**src/design/mie_defines.vh**
```
/*
  constants for the instruction execute block: register byte addresses,
  field positions, opcodes, flag bit positions, reset values.
  assumes inclusion by bare name from the design file.
*/
`ifndef MIE_DEFINES_VH
`define MIE_DEFINES_VH

// ----------------------------------------
// register byte addresses
// ----------------------------------------
`define MIE_A_INSTR 12'h000
`define MIE_A_WREG 12'h004
`define MIE_A_STAT 12'h008
`define MIE_A_PC 12'h00C
`define MIE_A_WDOG 12'h010
`define MIE_A_IRQ 12'h014
`define MIE_A_STACK 12'h018
`define MIE_A_MEM 12'h100

// ----------------------------------------
// instruction word fields
// ----------------------------------------
`define MIE_F_OP 4:0
`define MIE_F_IMM 15:8
`define MIE_F_ADDR_LSB 16

// ----------------------------------------
// status bit positions
// ----------------------------------------
`define MIE_S_C 0
`define MIE_S_AC 1
`define MIE_S_Z 2
`define MIE_S_OV 3
`define MIE_S_PDF 4
`define MIE_S_TO 5
`define MIE_S_GIE 6
`define MIE_S_HALT 7
`define MIE_S_BUSY 8
`define MIE_STAT_WMASK 8'h6F

// ----------------------------------------
// irq control bits
// ----------------------------------------
`define MIE_I_PEND 0
`define MIE_I_WAKE 1

// ----------------------------------------
// opcodes
// ----------------------------------------
`define MIE_OP_NOP 5'h00
`define MIE_OP_INVERT_TO_REGISTER_OP 5'h01
`define MIE_OP_BCD 5'h02
`define MIE_OP_INC 5'h03
`define MIE_OP_DEC 5'h04
`define MIE_OP_INCA 5'h05
`define MIE_OP_DECA 5'h06
`define MIE_OP_HALT 5'h07
`define MIE_OP_JMP 5'h08
`define MIE_OP_MOVAM 5'h09
`define MIE_OP_MOVAX 5'h0A
`define MIE_OP_MOVMA 5'h0B
`define MIE_OP_ORAM 5'h0C
`define MIE_OP_ORAX 5'h0D
`define MIE_OP_ORM 5'h0E
`define MIE_OP_RET 5'h0F
`define MIE_OP_RETAX 5'h10
`define MIE_OP_INTERRUPT_RETURN_OP 5'h11
`define MIE_OP_RL 5'h12
`define MIE_OP_RLA 5'h13
`define MIE_OP_RLC 5'h14
`define MIE_OP_RLCA 5'h15
`define MIE_OP_RR 5'h16
`define MIE_OP_RRA 5'h17
`define MIE_OP_RRC 5'h18
`define MIE_OP_RRCA 5'h19
`define MIE_OP_SUBB 5'h1A
`define MIE_OP_SUBBM 5'h1B

// ----------------------------------------
// arithmetic constants and reset values
// ----------------------------------------
`define MIE_NIB_MAX 4'h9
`define MIE_ADJ_LO 8'h06
`define MIE_ADJ_HI 8'h60
`define MIE_ZERO8 8'h00
`define MIE_ONE8 8'h01
`define MIE_INT_VEC 12'h004

`endif

```
**src/design/mie_core.v**
```verilog
/*
  instruction execute unit for an 8-bit core: working register, status
  flags, small data memory, program counter, return stack and watchdog,
  reached over an ahb-lite slave port.
  assumes one ahb-lite master on hclk; hsel/htrans/haddr come from logic
  on the same clock, so no synchronisers.
*/
// Contract
// - invert-to-register puts ~mem in working register, memory kept, only zero flag
// - bcd adjust adds 6 to low nibble if above 9 or half carry
// - bcd adjust adds 6 to high nibble if above 9 or carry
// - bcd adjust writes working register plus 00/06/60/66 to memory
// - bcd adjust changes only carry, which marks decimal overflow
// - in-place increment/decrement writes memory back, only zero flag
// - register-target increment/decrement writes working register, only zero flag
// - halt stops execution, keeps state, clears watchdog and prescaler
// - halt sets power down flag, clears timeout flag, nothing else
// - jump loads program counter, two cycles with a dummy, no flags
// - moves copy memory/immediate/register without flag change
// - no-op only advances execution
// - or with memory or immediate, result to register or memory, zero flag
// - return pops stack into program counter, no flags
// - return-with-literal pops stack and loads immediate to working register
// - interrupt return pops stack and sets global interrupt gate
// - pending interrupt at interrupt return is serviced first
// - rotate left moves bit 7 into bit 0, no flags
// - rotate left through carry moves bit 7 into carry and carry into bit 0
// - rotate right moves bit 0 into bit 7, no flags
// - rotate right through carry moves bit 0 into carry and carry into bit 7
// - subtract with borrow sets carry, overflow, zero, half carry
`include "mie_defines.vh"
`timescale 1ns/10ps
`default_nettype none

module mie_core #(
  parameter MEM_DEPTH = 16,
  parameter MEM_AW = 4,
  parameter STACK_DEPTH = 8,
  parameter STACK_AW = 3,
  parameter PC_W = 12,
  parameter PRE_W = 8,
  parameter WDOG_W = 8
) (
  input wire hclk,
  input wire hresetn,
  input wire hsel,
  input wire [31:0] haddr,
  input wire [1:0] htrans,
  input wire hwrite,
  input wire [2:0] hsize,
  input wire [31:0] hwdata,
  input wire hready,
  output wire hreadyout,
  output wire hresp,
  output reg [31:0] hrdata,
  output wire core_clk_en
);

  // ----------------------------------------
  // state codes
  // ----------------------------------------
  localparam ST_IDLE = 2'd0;
  localparam ST_EXEC = 2'd1;
  localparam ST_DUMMY = 2'd2;
  localparam ST_HALT = 2'd3;

  // ----------------------------------------
  // storage
  // ----------------------------------------
  reg [1:0] state_r;
  reg [31:0] instr_r;
  reg [7:0] wreg_r;
  reg carry_r, half_carry_flag_r, zero_r, signed_range_flag_r;
  reg power_down_flag_r, watchdog_timeout_flag_r, global_interrupt_gate_r;
  reg irq_pend_r;
  reg [PC_W-1:0] pc_r;
  reg [PC_W-1:0] stack_r [0:STACK_DEPTH-1];
  reg [STACK_AW:0] sp_r;
  reg [7:0] mem_r [0:MEM_DEPTH-1];
  reg [PRE_W-1:0] pre_r;
  reg [WDOG_W-1:0] watchdog_counter_r;

  // ----------------------------------------
  // ahb-lite slave
  // ----------------------------------------
  reg dp_act_r, dp_write_r, rd_wait_r;
  reg [11:0] dp_addr_r;
  wire busy = (state_r == ST_EXEC) || (state_r == ST_DUMMY);
  wire ap_take = hsel & htrans[1] & hready;
  // writes wait while an instruction runs so bus and core never write together
  wire wr_stall = dp_act_r & dp_write_r & busy;
  wire rd_stall = dp_act_r & ~dp_write_r & ~rd_wait_r;
  assign hreadyout = ~(wr_stall | rd_stall);
  assign hresp = 1'b0;
  wire wr_go = dp_act_r & dp_write_r & ~busy;
  wire mem_hit = (dp_addr_r[11:8] == `MIE_A_MEM >> 8) && (dp_addr_r[7:2] < MEM_DEPTH);
  wire [MEM_AW-1:0] bus_midx = dp_addr_r[MEM_AW+1:2];

  always @(posedge hclk or negedge hresetn) begin
    if (!hresetn) begin
      dp_act_r <= 1'b0;
      dp_write_r <= 1'b0;
      dp_addr_r <= 12'h000;
      rd_wait_r <= 1'b0;
    end else begin
      if (hreadyout) begin
        dp_act_r <= ap_take;
        dp_write_r <= hwrite;
        dp_addr_r <= {haddr[11:2], 2'b00};
        rd_wait_r <= 1'b0;
      end else if (rd_stall) begin
        rd_wait_r <= 1'b1;
      end
    end
  end

  wire [8:0] stat_word = {busy, state_r == ST_HALT, global_interrupt_gate_r, watchdog_timeout_flag_r,
                          power_down_flag_r, signed_range_flag_r, zero_r, half_carry_flag_r, carry_r};

  // read data is captured in the wait cycle, after any earlier write has landed
  always @(posedge hclk or negedge hresetn) begin
    if (!hresetn) begin
      hrdata <= 32'h00000000;
    end else if (rd_stall) begin
      if (mem_hit)
        hrdata <= {24'h000000, mem_r[bus_midx]};
      else begin
        case (dp_addr_r)
          `MIE_A_INSTR: hrdata <= instr_r;
          `MIE_A_WREG: hrdata <= {24'h000000, wreg_r};
          `MIE_A_STAT: hrdata <= {23'h000000, stat_word};
          `MIE_A_PC: hrdata <= {{(32-PC_W){1'b0}}, pc_r};
          `MIE_A_WDOG: hrdata <= {{(32-WDOG_W){1'b0}}, watchdog_counter_r};
          `MIE_A_IRQ: hrdata <= {31'h00000000, irq_pend_r};
          `MIE_A_STACK: hrdata <= {{(31-STACK_AW){1'b0}}, sp_r};
          default: hrdata <= 32'h00000000;
        endcase
      end
    end
  end

  wire wr_instr = wr_go && dp_addr_r == `MIE_A_INSTR && state_r == ST_IDLE;
  wire wr_wreg = wr_go && dp_addr_r == `MIE_A_WREG;
  wire wr_stat = wr_go && dp_addr_r == `MIE_A_STAT;
  wire wr_pc = wr_go && dp_addr_r == `MIE_A_PC;
  wire wr_irq = wr_go && dp_addr_r == `MIE_A_IRQ;
  wire wr_push = wr_go && dp_addr_r == `MIE_A_STACK;
  wire wr_mem = wr_go && mem_hit;

  // ----------------------------------------
  // instruction decode and datapath
  // ----------------------------------------
  wire [4:0] op = instr_r[`MIE_F_OP];
  wire [7:0] imm = instr_r[`MIE_F_IMM];
  wire [PC_W-1:0] jaddr = instr_r[`MIE_F_ADDR_LSB+PC_W-1:`MIE_F_ADDR_LSB];
  wire [MEM_AW-1:0] midx = instr_r[`MIE_F_ADDR_LSB+MEM_AW-1:`MIE_F_ADDR_LSB];
  wire [7:0] mval = mem_r[midx];
  wire stk_empty = (sp_r == {(STACK_AW+1){1'b0}});
  wire [STACK_AW:0] sp_dec = sp_r - 1'b1;
  wire [PC_W-1:0] stk_top = stack_r[sp_dec[STACK_AW-1:0]];

  // bcd adjust offsets
  wire adj_lo = (wreg_r[3:0] > `MIE_NIB_MAX) | half_carry_flag_r;
  wire adj_hi = (wreg_r[7:4] > `MIE_NIB_MAX) | carry_r;
  wire [7:0] bcd_off = (adj_lo ? `MIE_ADJ_LO : `MIE_ZERO8) | (adj_hi ? `MIE_ADJ_HI : `MIE_ZERO8);
  wire [7:0] bcd_res = wreg_r + bcd_off;

  // subtract with borrow: acc - m - ~c
  wire borrow_in = ~carry_r;
  wire [8:0] sub_full = {1'b0, wreg_r} - {1'b0, mval} - {8'h00, borrow_in};
  wire [4:0] sub_nib = {1'b0, wreg_r[3:0]} - {1'b0, mval[3:0]} - {4'h0, borrow_in};
  wire [7:0] sub_res = sub_full[7:0];
  wire sub_ov = (wreg_r[7] ^ mval[7]) & (wreg_r[7] ^ sub_res[7]);

  reg [7:0] res;
  reg to_wreg, to_mem, upd_z, upd_c, new_c, upd_sub, two_cyc;
  always @* begin
    res = `MIE_ZERO8;
    to_wreg = 1'b0;
    to_mem = 1'b0;
    upd_z = 1'b0;
    upd_c = 1'b0;
    new_c = carry_r;
    upd_sub = 1'b0;
    two_cyc = 1'b0;
    case (op)
      `MIE_OP_INVERT_TO_REGISTER_OP: begin
        res = ~mval;
        to_wreg = 1'b1;
        upd_z = 1'b1;
      end
      `MIE_OP_BCD: begin
        res = bcd_res;
        to_mem = 1'b1;
        upd_c = 1'b1;
        new_c = adj_hi;
      end
      `MIE_OP_INC, `MIE_OP_INCA: begin
        res = mval + `MIE_ONE8;
        to_mem = (op == `MIE_OP_INC);
        to_wreg = (op == `MIE_OP_INCA);
        upd_z = 1'b1;
      end
      `MIE_OP_DEC, `MIE_OP_DECA: begin
        res = mval - `MIE_ONE8;
        to_mem = (op == `MIE_OP_DEC);
        to_wreg = (op == `MIE_OP_DECA);
        upd_z = 1'b1;
      end
      `MIE_OP_JMP, `MIE_OP_RET, `MIE_OP_INTERRUPT_RETURN_OP: two_cyc = 1'b1;
      `MIE_OP_MOVAM: begin
        res = mval;
        to_wreg = 1'b1;
      end
      `MIE_OP_MOVAX: begin
        res = imm;
        to_wreg = 1'b1;
      end
      `MIE_OP_MOVMA: begin
        res = wreg_r;
        to_mem = 1'b1;
      end
      `MIE_OP_ORAM, `MIE_OP_ORM: begin
        res = wreg_r | mval;
        to_wreg = (op == `MIE_OP_ORAM);
        to_mem = (op == `MIE_OP_ORM);
        upd_z = 1'b1;
      end
      `MIE_OP_ORAX: begin
        res = wreg_r | imm;
        to_wreg = 1'b1;
        upd_z = 1'b1;
      end
      `MIE_OP_RETAX: begin
        res = imm;
        to_wreg = 1'b1;
        two_cyc = 1'b1;
      end
      `MIE_OP_RL, `MIE_OP_RLA: begin
        res = {mval[6:0], mval[7]};
        to_mem = (op == `MIE_OP_RL);
        to_wreg = (op == `MIE_OP_RLA);
      end
      `MIE_OP_RLC, `MIE_OP_RLCA: begin
        res = {mval[6:0], carry_r};
        to_mem = (op == `MIE_OP_RLC);
        to_wreg = (op == `MIE_OP_RLCA);
        upd_c = 1'b1;
        new_c = mval[7];
      end
      `MIE_OP_RR, `MIE_OP_RRA: begin
        res = {mval[0], mval[7:1]};
        to_mem = (op == `MIE_OP_RR);
        to_wreg = (op == `MIE_OP_RRA);
      end
      `MIE_OP_RRC, `MIE_OP_RRCA: begin
        res = {carry_r, mval[7:1]};
        to_mem = (op == `MIE_OP_RRC);
        to_wreg = (op == `MIE_OP_RRCA);
        upd_c = 1'b1;
        new_c = mval[0];
      end
      `MIE_OP_SUBB, `MIE_OP_SUBBM: begin
        res = sub_res;
        to_wreg = (op == `MIE_OP_SUBB);
        to_mem = (op == `MIE_OP_SUBBM);
        upd_z = 1'b1;
        upd_c = 1'b1;
        new_c = ~sub_full[8];
        upd_sub = 1'b1;
      end
      default: res = `MIE_ZERO8; // no-op and halt touch no data
    endcase
  end

  // ----------------------------------------
  // sequencer
  // ----------------------------------------
  wire exec = (state_r == ST_EXEC);
  wire is_ret = (op == `MIE_OP_RET) | (op == `MIE_OP_RETAX) | (op == `MIE_OP_INTERRUPT_RETURN_OP);
  wire do_halt = exec && op == `MIE_OP_HALT;
  wire wake = wr_irq && hwdata[`MIE_I_WAKE];
  assign core_clk_en = (state_r != ST_HALT);

  always @(posedge hclk or negedge hresetn) begin
    if (!hresetn) begin
      state_r <= ST_IDLE;
      instr_r <= 32'h00000000;
    end else begin
      case (state_r)
        ST_IDLE: if (wr_instr) begin
          instr_r <= hwdata;
          state_r <= ST_EXEC;
        end
        // one cycle unless the program counter is reloaded
        ST_EXEC: state_r <= do_halt ? ST_HALT : (two_cyc ? ST_DUMMY : ST_IDLE);
        ST_DUMMY: state_r <= ST_IDLE;
        ST_HALT: if (wake) state_r <= ST_IDLE;
        default: state_r <= ST_IDLE;
      endcase
    end
  end

  // ----------------------------------------
  // working register and flags
  // ----------------------------------------
  always @(posedge hclk or negedge hresetn) begin
    if (!hresetn) begin
      wreg_r <= `MIE_ZERO8;
      carry_r <= 1'b0;
      half_carry_flag_r <= 1'b0;
      zero_r <= 1'b0;
      signed_range_flag_r <= 1'b0;
      power_down_flag_r <= 1'b0;
      global_interrupt_gate_r <= 1'b0;
    end else if (exec) begin
      if (to_wreg) wreg_r <= res;
      if (upd_z) zero_r <= (res == `MIE_ZERO8);
      if (upd_c) carry_r <= new_c;
      if (upd_sub) begin
        half_carry_flag_r <= ~sub_nib[4];
        signed_range_flag_r <= sub_ov;
      end
      if (do_halt) power_down_flag_r <= 1'b1;
      if (op == `MIE_OP_INTERRUPT_RETURN_OP) global_interrupt_gate_r <= ~irq_pend_r;
    end else begin
      if (wr_wreg) wreg_r <= hwdata[7:0];
      if (wr_stat) begin
        carry_r <= hwdata[`MIE_S_C];
        half_carry_flag_r <= hwdata[`MIE_S_AC];
        zero_r <= hwdata[`MIE_S_Z];
        signed_range_flag_r <= hwdata[`MIE_S_OV];
        global_interrupt_gate_r <= hwdata[`MIE_S_GIE];
      end
      if (wake) power_down_flag_r <= 1'b0;
    end
  end

  // ----------------------------------------
  // program counter, stack, pending interrupt
  // ----------------------------------------
  // a pending interrupt at interrupt return skips the pop, pushes the program counter only onto an empty stack, and enters the vector
  wire svc = exec && op == `MIE_OP_INTERRUPT_RETURN_OP && irq_pend_r;
  integer k;
  integer j;
  always @(posedge hclk or negedge hresetn) begin
    if (!hresetn) begin
      pc_r <= {PC_W{1'b0}};
      sp_r <= {(STACK_AW+1){1'b0}};
      irq_pend_r <= 1'b0;
      for (k = 0; k < STACK_DEPTH; k = k + 1)
        stack_r[k] <= {PC_W{1'b0}};
    end else begin
      if (exec) begin
        if (op == `MIE_OP_JMP)
          pc_r <= jaddr;
        else if (svc)
          pc_r <= `MIE_INT_VEC;
        else if (is_ret)
          pc_r <= stk_empty ? pc_r : stk_top;
        else if (!do_halt)
          pc_r <= pc_r + 1'b1;
        if (is_ret && !stk_empty && !svc)
          sp_r <= sp_dec;
        if (svc && stk_empty) begin
          stack_r[0] <= pc_r;
          sp_r <= {{STACK_AW{1'b0}}, 1'b1};
        end
      end else begin
        if (wr_pc) pc_r <= hwdata[PC_W-1:0];
        if (wr_push && sp_r < STACK_DEPTH) begin
          stack_r[sp_r[STACK_AW-1:0]] <= hwdata[PC_W-1:0];
          sp_r <= sp_r + 1'b1;
        end
      end
      // the service cycle consumes the request; a new raise the same cycle wins
      if (wr_irq && hwdata[`MIE_I_PEND])
        irq_pend_r <= 1'b1;
      else if (svc)
        irq_pend_r <= 1'b0;
    end
  end

  // ----------------------------------------
  // data memory
  // ----------------------------------------
  always @(posedge hclk or negedge hresetn) begin
    if (!hresetn) begin
      for (j = 0; j < MEM_DEPTH; j = j + 1)
        mem_r[j] <= `MIE_ZERO8;
    end else if (exec && to_mem) begin
      mem_r[midx] <= res;
    end else if (wr_mem) begin
      mem_r[bus_midx] <= hwdata[7:0];
    end
  end

  // ----------------------------------------
  // watchdog: frozen while halted, as the core clock is off
  // ----------------------------------------
  wire pre_wrap = (pre_r == {PRE_W{1'b1}});
  wire wd_wrap = pre_wrap && (watchdog_counter_r == {WDOG_W{1'b1}});
  always @(posedge hclk or negedge hresetn) begin
    if (!hresetn) begin
      pre_r <= {PRE_W{1'b0}};
      watchdog_counter_r <= {WDOG_W{1'b0}};
      watchdog_timeout_flag_r <= 1'b0;
    end else if (do_halt) begin
      pre_r <= {PRE_W{1'b0}};
      watchdog_counter_r <= {WDOG_W{1'b0}};
      watchdog_timeout_flag_r <= 1'b0;
    end else if (state_r != ST_HALT) begin
      pre_r <= pre_r + 1'b1;
      if (pre_wrap) watchdog_counter_r <= watchdog_counter_r + 1'b1;
      if (wd_wrap)
        watchdog_timeout_flag_r <= 1'b1;
      else if (wr_stat && !hwdata[`MIE_S_TO])
        watchdog_timeout_flag_r <= 1'b0;
    end
  end

endmodule // mie_core

`default_nettype wire

```
**config.mk**
```make
export PLATFORM = sky130hd
export DESIGN_NAME = mie_core
export DESIGN_NICKNAME = d
export VERILOG_FILES = /design/src/design/mie_core.v
export VERILOG_INCLUDE_DIRS = /design/src /design/src/design
export SDC_FILE = /design/constraint.sdc
export NUM_CORES = 1
export LEC_CHECK = 0
export ABC_AREA = 0
export ABC_CLOCK_PERIOD_IN_PS = 6000
export BUFFER_PORTS_ARGS = -buffer_cell sky130_fd_sc_hd__buf_2
export CORE_ASPECT_RATIO = 1.1
export CORE_MARGIN = 2
export CORE_UTILIZATION = 40
export DETAILED_ROUTE_END_ITERATION = 16
export PLACE_DENSITY = 0.58
export SLEW_MARGIN = 10
export SYNTH_ARGS = -nofsm -noshare
export SYNTH_HDL_FRONTEND = slang
export SYNTH_SLANG_ARGS = --single-unit
```
**constraint.sdc**
```tcl
create_clock -name hclk -period 6 [get_ports hclk]
set_input_delay 0.6 -clock hclk [delete_from_list [all_inputs] [get_ports hclk]]
set_output_delay 0.6 -clock hclk [all_outputs]
set_load 0.005 [all_outputs]
```
=== After elaboration in Yosys (flattened, before gate mapping) ===
Index checks and enable logic that the tools add are counted.

* Shift operators: 0
* Add/sub/neg operators: 12
* Reduce and logical (&&, ||, !) cells: 70
* Bitwise logic cells: 32
* Order comparisons: 11
* Multipliers: 0
* Multiplexer cells: 85
* Div/mod/pow operators: 0
* Equal/unequal tests: 54

{| class="wikitable"
|+ Operators with widths
! kind !! number
|-
| 128-bit bitwise mux || 2
|-
| 128-bit two-way mux || 2
|-
| 32-bit one-hot mux with 7 select lines || 1
|-
| 12-bit two-way mux || 12
|-
| 8-bit two-way mux || 14
|-
| 8-bit one-hot mux with 14 select lines || 1
|-
| 96-bit bitwise mux || 1
|-
| 96-bit two-way mux || 1
|-
| 8-bit binary-select mux with 4-bit select || 2
|-
| 8-bit demux with 4-bit select || 2
|-
| 5-bit == test (second input constant) || 12
|-
| 5-bit by 4-bit == test with 1-bit output (second input constant) || 8
|-
| 12-bit binary-select mux with 3-bit select || 1
|-
| 12-bit demux with 3-bit select || 1
|-
| 32-bit two-way mux || 1
|-
| 10-bit by 3-bit == test with 1-bit output (second input constant) || 3
|-
| 1-bit two-way mux || 30
|-
| 8-bit by 1-bit adder with 8-bit output (second input constant) || 3
|-
| 1-bit logical AND || 24
|-
| 2-bit AND reduction || 12
|-
| 10-bit by 2-bit == test with 1-bit output (second input constant) || 2
|-
| 5-bit by 3-bit == test with 1-bit output (second input constant) || 4
|-
| 2-bit OR reduction || 10
|-
| 1-bit one-hot mux with 9 select lines || 2
|-
| 56 further kinds || 113
|}

* Bits in writable memories: 0
* Input bits: 74
* Latch bits: 0
* Output and inout bits: 35
* Memory bits (read-only): 0
* Memories: 0
* Bits in registers: 351
* Logic and storage cells: 308

=== Logic depth before layout (Yosys ltp) ===
* Word-level depth: 10
* Gate-level depth with buffers: 20
* Gate-level depth less buffers: 17

=== Worst setup path after synthesis ===
OpenSTA, ideal clock, no wires.

* Path type: reg2reg
* Start point: register instr_r[16]
* End point: register mem_r[124] (netlist bit)
* Library setup time: 0.125 ns
* Arrival: 4.350 ns
* Clock period less this slack: 4.475 ns
* Cell stages (with the launch flop): 18
* Data required time: 5.875 ns
* Path slack: 1.525 ns
* Buffers on the path: 3
* Cells stage by stage: dfrtp_1 buf_2 buf_2 mux4_2 mux2i_1 nor2_1 a21o_1 ha_1 inv_1 ha_1 a21oi_1 xnor2_1 a221o_1 a2111o_1 a2111oi_4 buf_4 o21ai_1 mux2_2

* Word-level cells in the longest chain between the ends: 9
* Elaborated cells between the ends (all ways): 18
* Those cells by class: add/sub: 4; order compare: 2; mux: 8; bitwise: 3; reduce/logical: 1

{| class="wikitable"
|+ RTL lines
! what !! RTL line !! source
|-
| start, declared || mie_core.v:71 || <nowiki>reg [31:0] instr_r;</nowiki>
|-
| start signal, assigned || mie_core.v:292 || <nowiki>instr_r <= hwdata;</nowiki>
|-
| 4-bit NOT with 5-bit output (not written as such) * || mie_core.v:157, mie_core.v:392 ||
|-
| 8-bit binary-select mux with 4-bit select || mie_core.v:157 || <nowiki>wire [7:0] mval = mem_r[midx];</nowiki>
|-
| 8-bit two-way mux (not written as such) (2 in series) || mie_core.v:157 ||
|-
| 8-bit by 8-bit subtractor with 9-bit output || mie_core.v:170 || <nowiki>wire [8:0] sub_full = {1'b0, wreg_r} - {1'b0, mval} - {8'h00, borrow_in};</nowiki>
|-
| 9-bit by 1-bit subtractor with 9-bit output || mie_core.v:170 ||
|-
| 8-bit one-hot mux with 14 select lines || mie_core.v:186 || <nowiki>case (op)</nowiki>
|-
| 128-bit bitwise mux * || mie_core.v:392 || <nowiki>mem_r[midx] <= res;</nowiki>
|-
| 128-bit two-way mux * || mie_core.v:391 || <nowiki>end else if (exec && to_mem) begin</nowiki>
|-
| end signal, assigned by index || mie_core.v:390 || <nowiki>mem_r[j] <= `MIE_ZERO8;</nowiki>
|-
| end signal, assigned by index || mie_core.v:392 ||
|-
| end signal, assigned by index || mie_core.v:394 || <nowiki>mem_r[bus_midx] <= hwdata[7:0];</nowiki>
|-
| end, declared || mie_core.v:79 || <nowiki>reg [7:0] mem_r [0:MEM_DEPTH-1];</nowiki>
|}

Every way passes the cells marked *; elsewhere a longest branch is shown, timed or not. The select of a mux whose other input is x is not followed.
A chain may end at the register's enable or synchronous reset.

=== Final worst setup path ===
* Start point: register instr_r[18]
* End point: register mem_r[51] (netlist bit)

The elaborated chain is that of the path after synthesis.

==> results.json <==
{
  "status": "finished clean",
  "antenna_found_initial": 0,
  "dpl.cell_count": 2533,
  "synthCells": 1872,
  "hold_violations": 0,
  "rr_worst_depth": 17,
  "grt_usage_pct": 25.34,
  "finClkSkew_ps": 42.05,
  "synth_warnings": 0,
  "ant_nets": 0,
  "cts_resized": 0,
  "cpMaxStageDelayCell": "a2111oi_0",
  "slew_headroom_pct": 25.44,
  "ir_drop_mv": 0.3263,
  "slowest_delay_ps": 720,
  "grt_first_pass_wirelength_um": 101900,
  "dp_hpwl_um": 46150,
  "r2r_setup_slack_ps": 730,
  "crit_family": "compound AO/OA/AOI/OAI gates",
  "clockBufferDepth": 3,
  "required_ps": 6450,
  "rsz0062_at_grt": "no",
  "ys_types": 74,
  "antenna_cells": 0,
  "worst_slew_pin_slew_ps": 1118,
  "vias": 16070,
  "cts_tree": "built",
  "seq_area_frac_synth_pct": 42.60,
  "area_growth_pct": 11.72,
  "place.gp.congestion": 0.9261,
  "drt_iter0_drc": 1530,
  "synthFlopType": "dfrtp_1",
  "cts_made_buffers": 40,
  "ios": 109,
  "nFillCells": 4799,
  "critPathKind": "flip-flop to flip-flop",
  "post_drt_via_cell_ratio": 6.177,
  "setup_viol": 0,
  "layout_commonest_cell": "dfrtp_1",
  "p_per_area_nw_per_um2": 388.4,
  "final_nets": 2021,
  "fin_crit_sh_pct": 87.91,
  "clock_sinks": 351,
  "wl_um": 66840,
  "clock_latency_ps": 590,
  "syn_area_um2": 20620,
  "path_buf_inv": 3,
  "hold_buffers": 0,
  "fin_tns_setup_ps": 0,
  "grt_pass1_vias": 16110,
  "async_reset_ff_share_pct": 100.0,
  "clkTransAtPathRegs_ps": 60,
  "layout-drive-gt1-share_pct": 27.29,
  "grt_max_degree": 160,
  "yosys_register_bits": 351,
  "crit_chain": "mux2_2, o22ai_1, nor2_1, o21ai_2, inv_1, fa_1, inv_1, ha_1, o21ai_0, nand3b_1, xnor2_1, nor2_1, a2111oi_0, nor4b_4, buf_4, o21ai_0, mux2_2",
  "die_w_um": 220.5,
  "grt_overflow": 0,
  "crit_fanout": 18,
  "die_y_um": 242.1,
  "synth-edff-count": 0,
  "hp-class": "input pin to asynchronous set/reset pin",
  "dieArea_um2": 53380,
  "crit_path_start_kind": "flip-flop",
  "numPortBuffers": 81,
  "avgSynthCellArea_um2": 11.01,
  "post-cts-setup-buffer-count": 0,
  "p_leak_nw": 9.545,
  "rr_startpoint": "instr_r[18]",
  "drc": 0,
  "fmax_mhz": 189.6,
  "core-area_um2": 51050,
  "synth_nets": 1985,
  "critPathCaptureType": "flip-flop",
  "startpoint": "instr_r[18]",
  "max_cap_viol_count": 0,
  "drv_slew": 0,
  "clockRootBuffer": "clkbuf_16",
  "avgRoutedWirePerCell_um": 25.69,
  "reg2reg_to": "mem_r[51]",
  "dr.pass1.iters": 6,
  "rows": 87,
  "layout_common_cells": "dfrtp_1 (346), mux2_2 (206), o21ai_0 (168), nor2_1 (151), nand2_1 (146)",
  "arrival_ps": 5730,
  "fin_cells": 2602,
  "h-tree-depth": 2,
  "period_needed_ps": 5275,
  "initial_core_util_pct": 40.38
}
[per-layer routing]
layer	routed length [um]	share of wire (%)	vias to the layer above	GRT usage, %
li1	-	-	7061	-
met1	28270	42	8223	35.35
met2	30880	46	663	39.32
met3	4914	7.4	125	4.306
met4	2781	4.2	0	9.811
met5	0	0	-	0
[synth_stat cells (8+ instances only)]
cell      instances  area share [%]
dfrtp_1         351              43
mux2_2          206              11
o21ai_0         168             4.1
nor2_1          152             2.8
nand2_1         146             2.7
mux4_2           98              11
clkbuf_1         82             1.5
a21oi_1          77             1.9
inv_1            47            0.86
a221o_1          41             2.0
ha_1             35             2.1
mux2i_1          34             1.7
a22o_1           31             1.3
nand3_1          31            0.75
a22oi_1          29             1.1
nor3_1           26            0.63
buf_1            24            0.44
buf_2            22            0.53
a211oi_1         20            0.73
xnor2_1          20            0.85
a21o_1           19            0.69
nand2b_1         18            0.55
nor2b_1          18            0.55
xor2_1           18            0.76
a31oi_1          10            0.30
and3_1            9            0.27
nor3b_1           9            0.33
nand4_1           8            0.24
[where the power goes]
part | total (mW) | internal [mW] | switching (mW)
clock | 2.50 | 1.46 | 1.04
combinational | 3.21 | 1.37 | 1.84
sequential | 3.24 | 2.69 | 0.543
[sequential cells by signal (all words and copies together), names as in the netlist, 2 cells and up]
register	flops
pre_r	8
instr_r	32
wreg_r	8
dp_addr_r	10
stack_r	96
sp_r	4
pc_r	12
hrdata	32
state_r	2
mem_r	128
watchdog_counter_r	8
[area by class of cell]
type / instances / area [um2] / share of cell area, %
multi-input cells: 1340 / 11130 / 48.32
flip-flops and latches: 351 / 8790 / 38.16
clock buffers: 55 / 1139 / 4.943
well taps: 667 / 834.6 / 3.623
repair buffers: 128 / 780.7 / 3.389
clock inverters: 14 / 183.9 / 0.7985
inverters: 47 / 176.4 / 0.7659
[how the worst max path moves through the flow]
stage                       to  slack (ps)  depth (start not counted)
floorplan           mem_r[124]        1530                         17
global placement     wreg_r[3]         810                         18
detailed placement   wreg_r[3]         690                         18
CTS                  mem_r[51]         670                         17
global route        mem_r[107]         370                         17
finish               mem_r[51]         730                         17
[through the flow]
step	power [mW]	utilization [%]	hold slack, ps	cell area [um2]	worst slack, ps
after CTS	8.965	45.12	65.06	23030	671.5
after floorplan	5.343	-	304.4	20620	1525
after global placement	6.365	42.53	453.0	21710	805.9
after detailed placement	6.429	42.53	465.2	21710	687.6
after global routing	9.419	45.12	92.63	23030	371.7
final	8.947	45.12	41.00	23030	725.4
[kinds of logic (layout without fill, tap and decap cells)]
kind of cell,count (synthesis),in the layout,share of synthesized area (%)
simple gates,455,455,10.23
other cells,1,1,0.01819
mux,344,344,24.37
flops,351,351,42.60
buf+inv,181,244,3.629
xor+xnor,39,39,1.693
fa+ha+maj,39,39,2.512
compound gates,462,462,14.95
(Power assumes the default switching activity.)
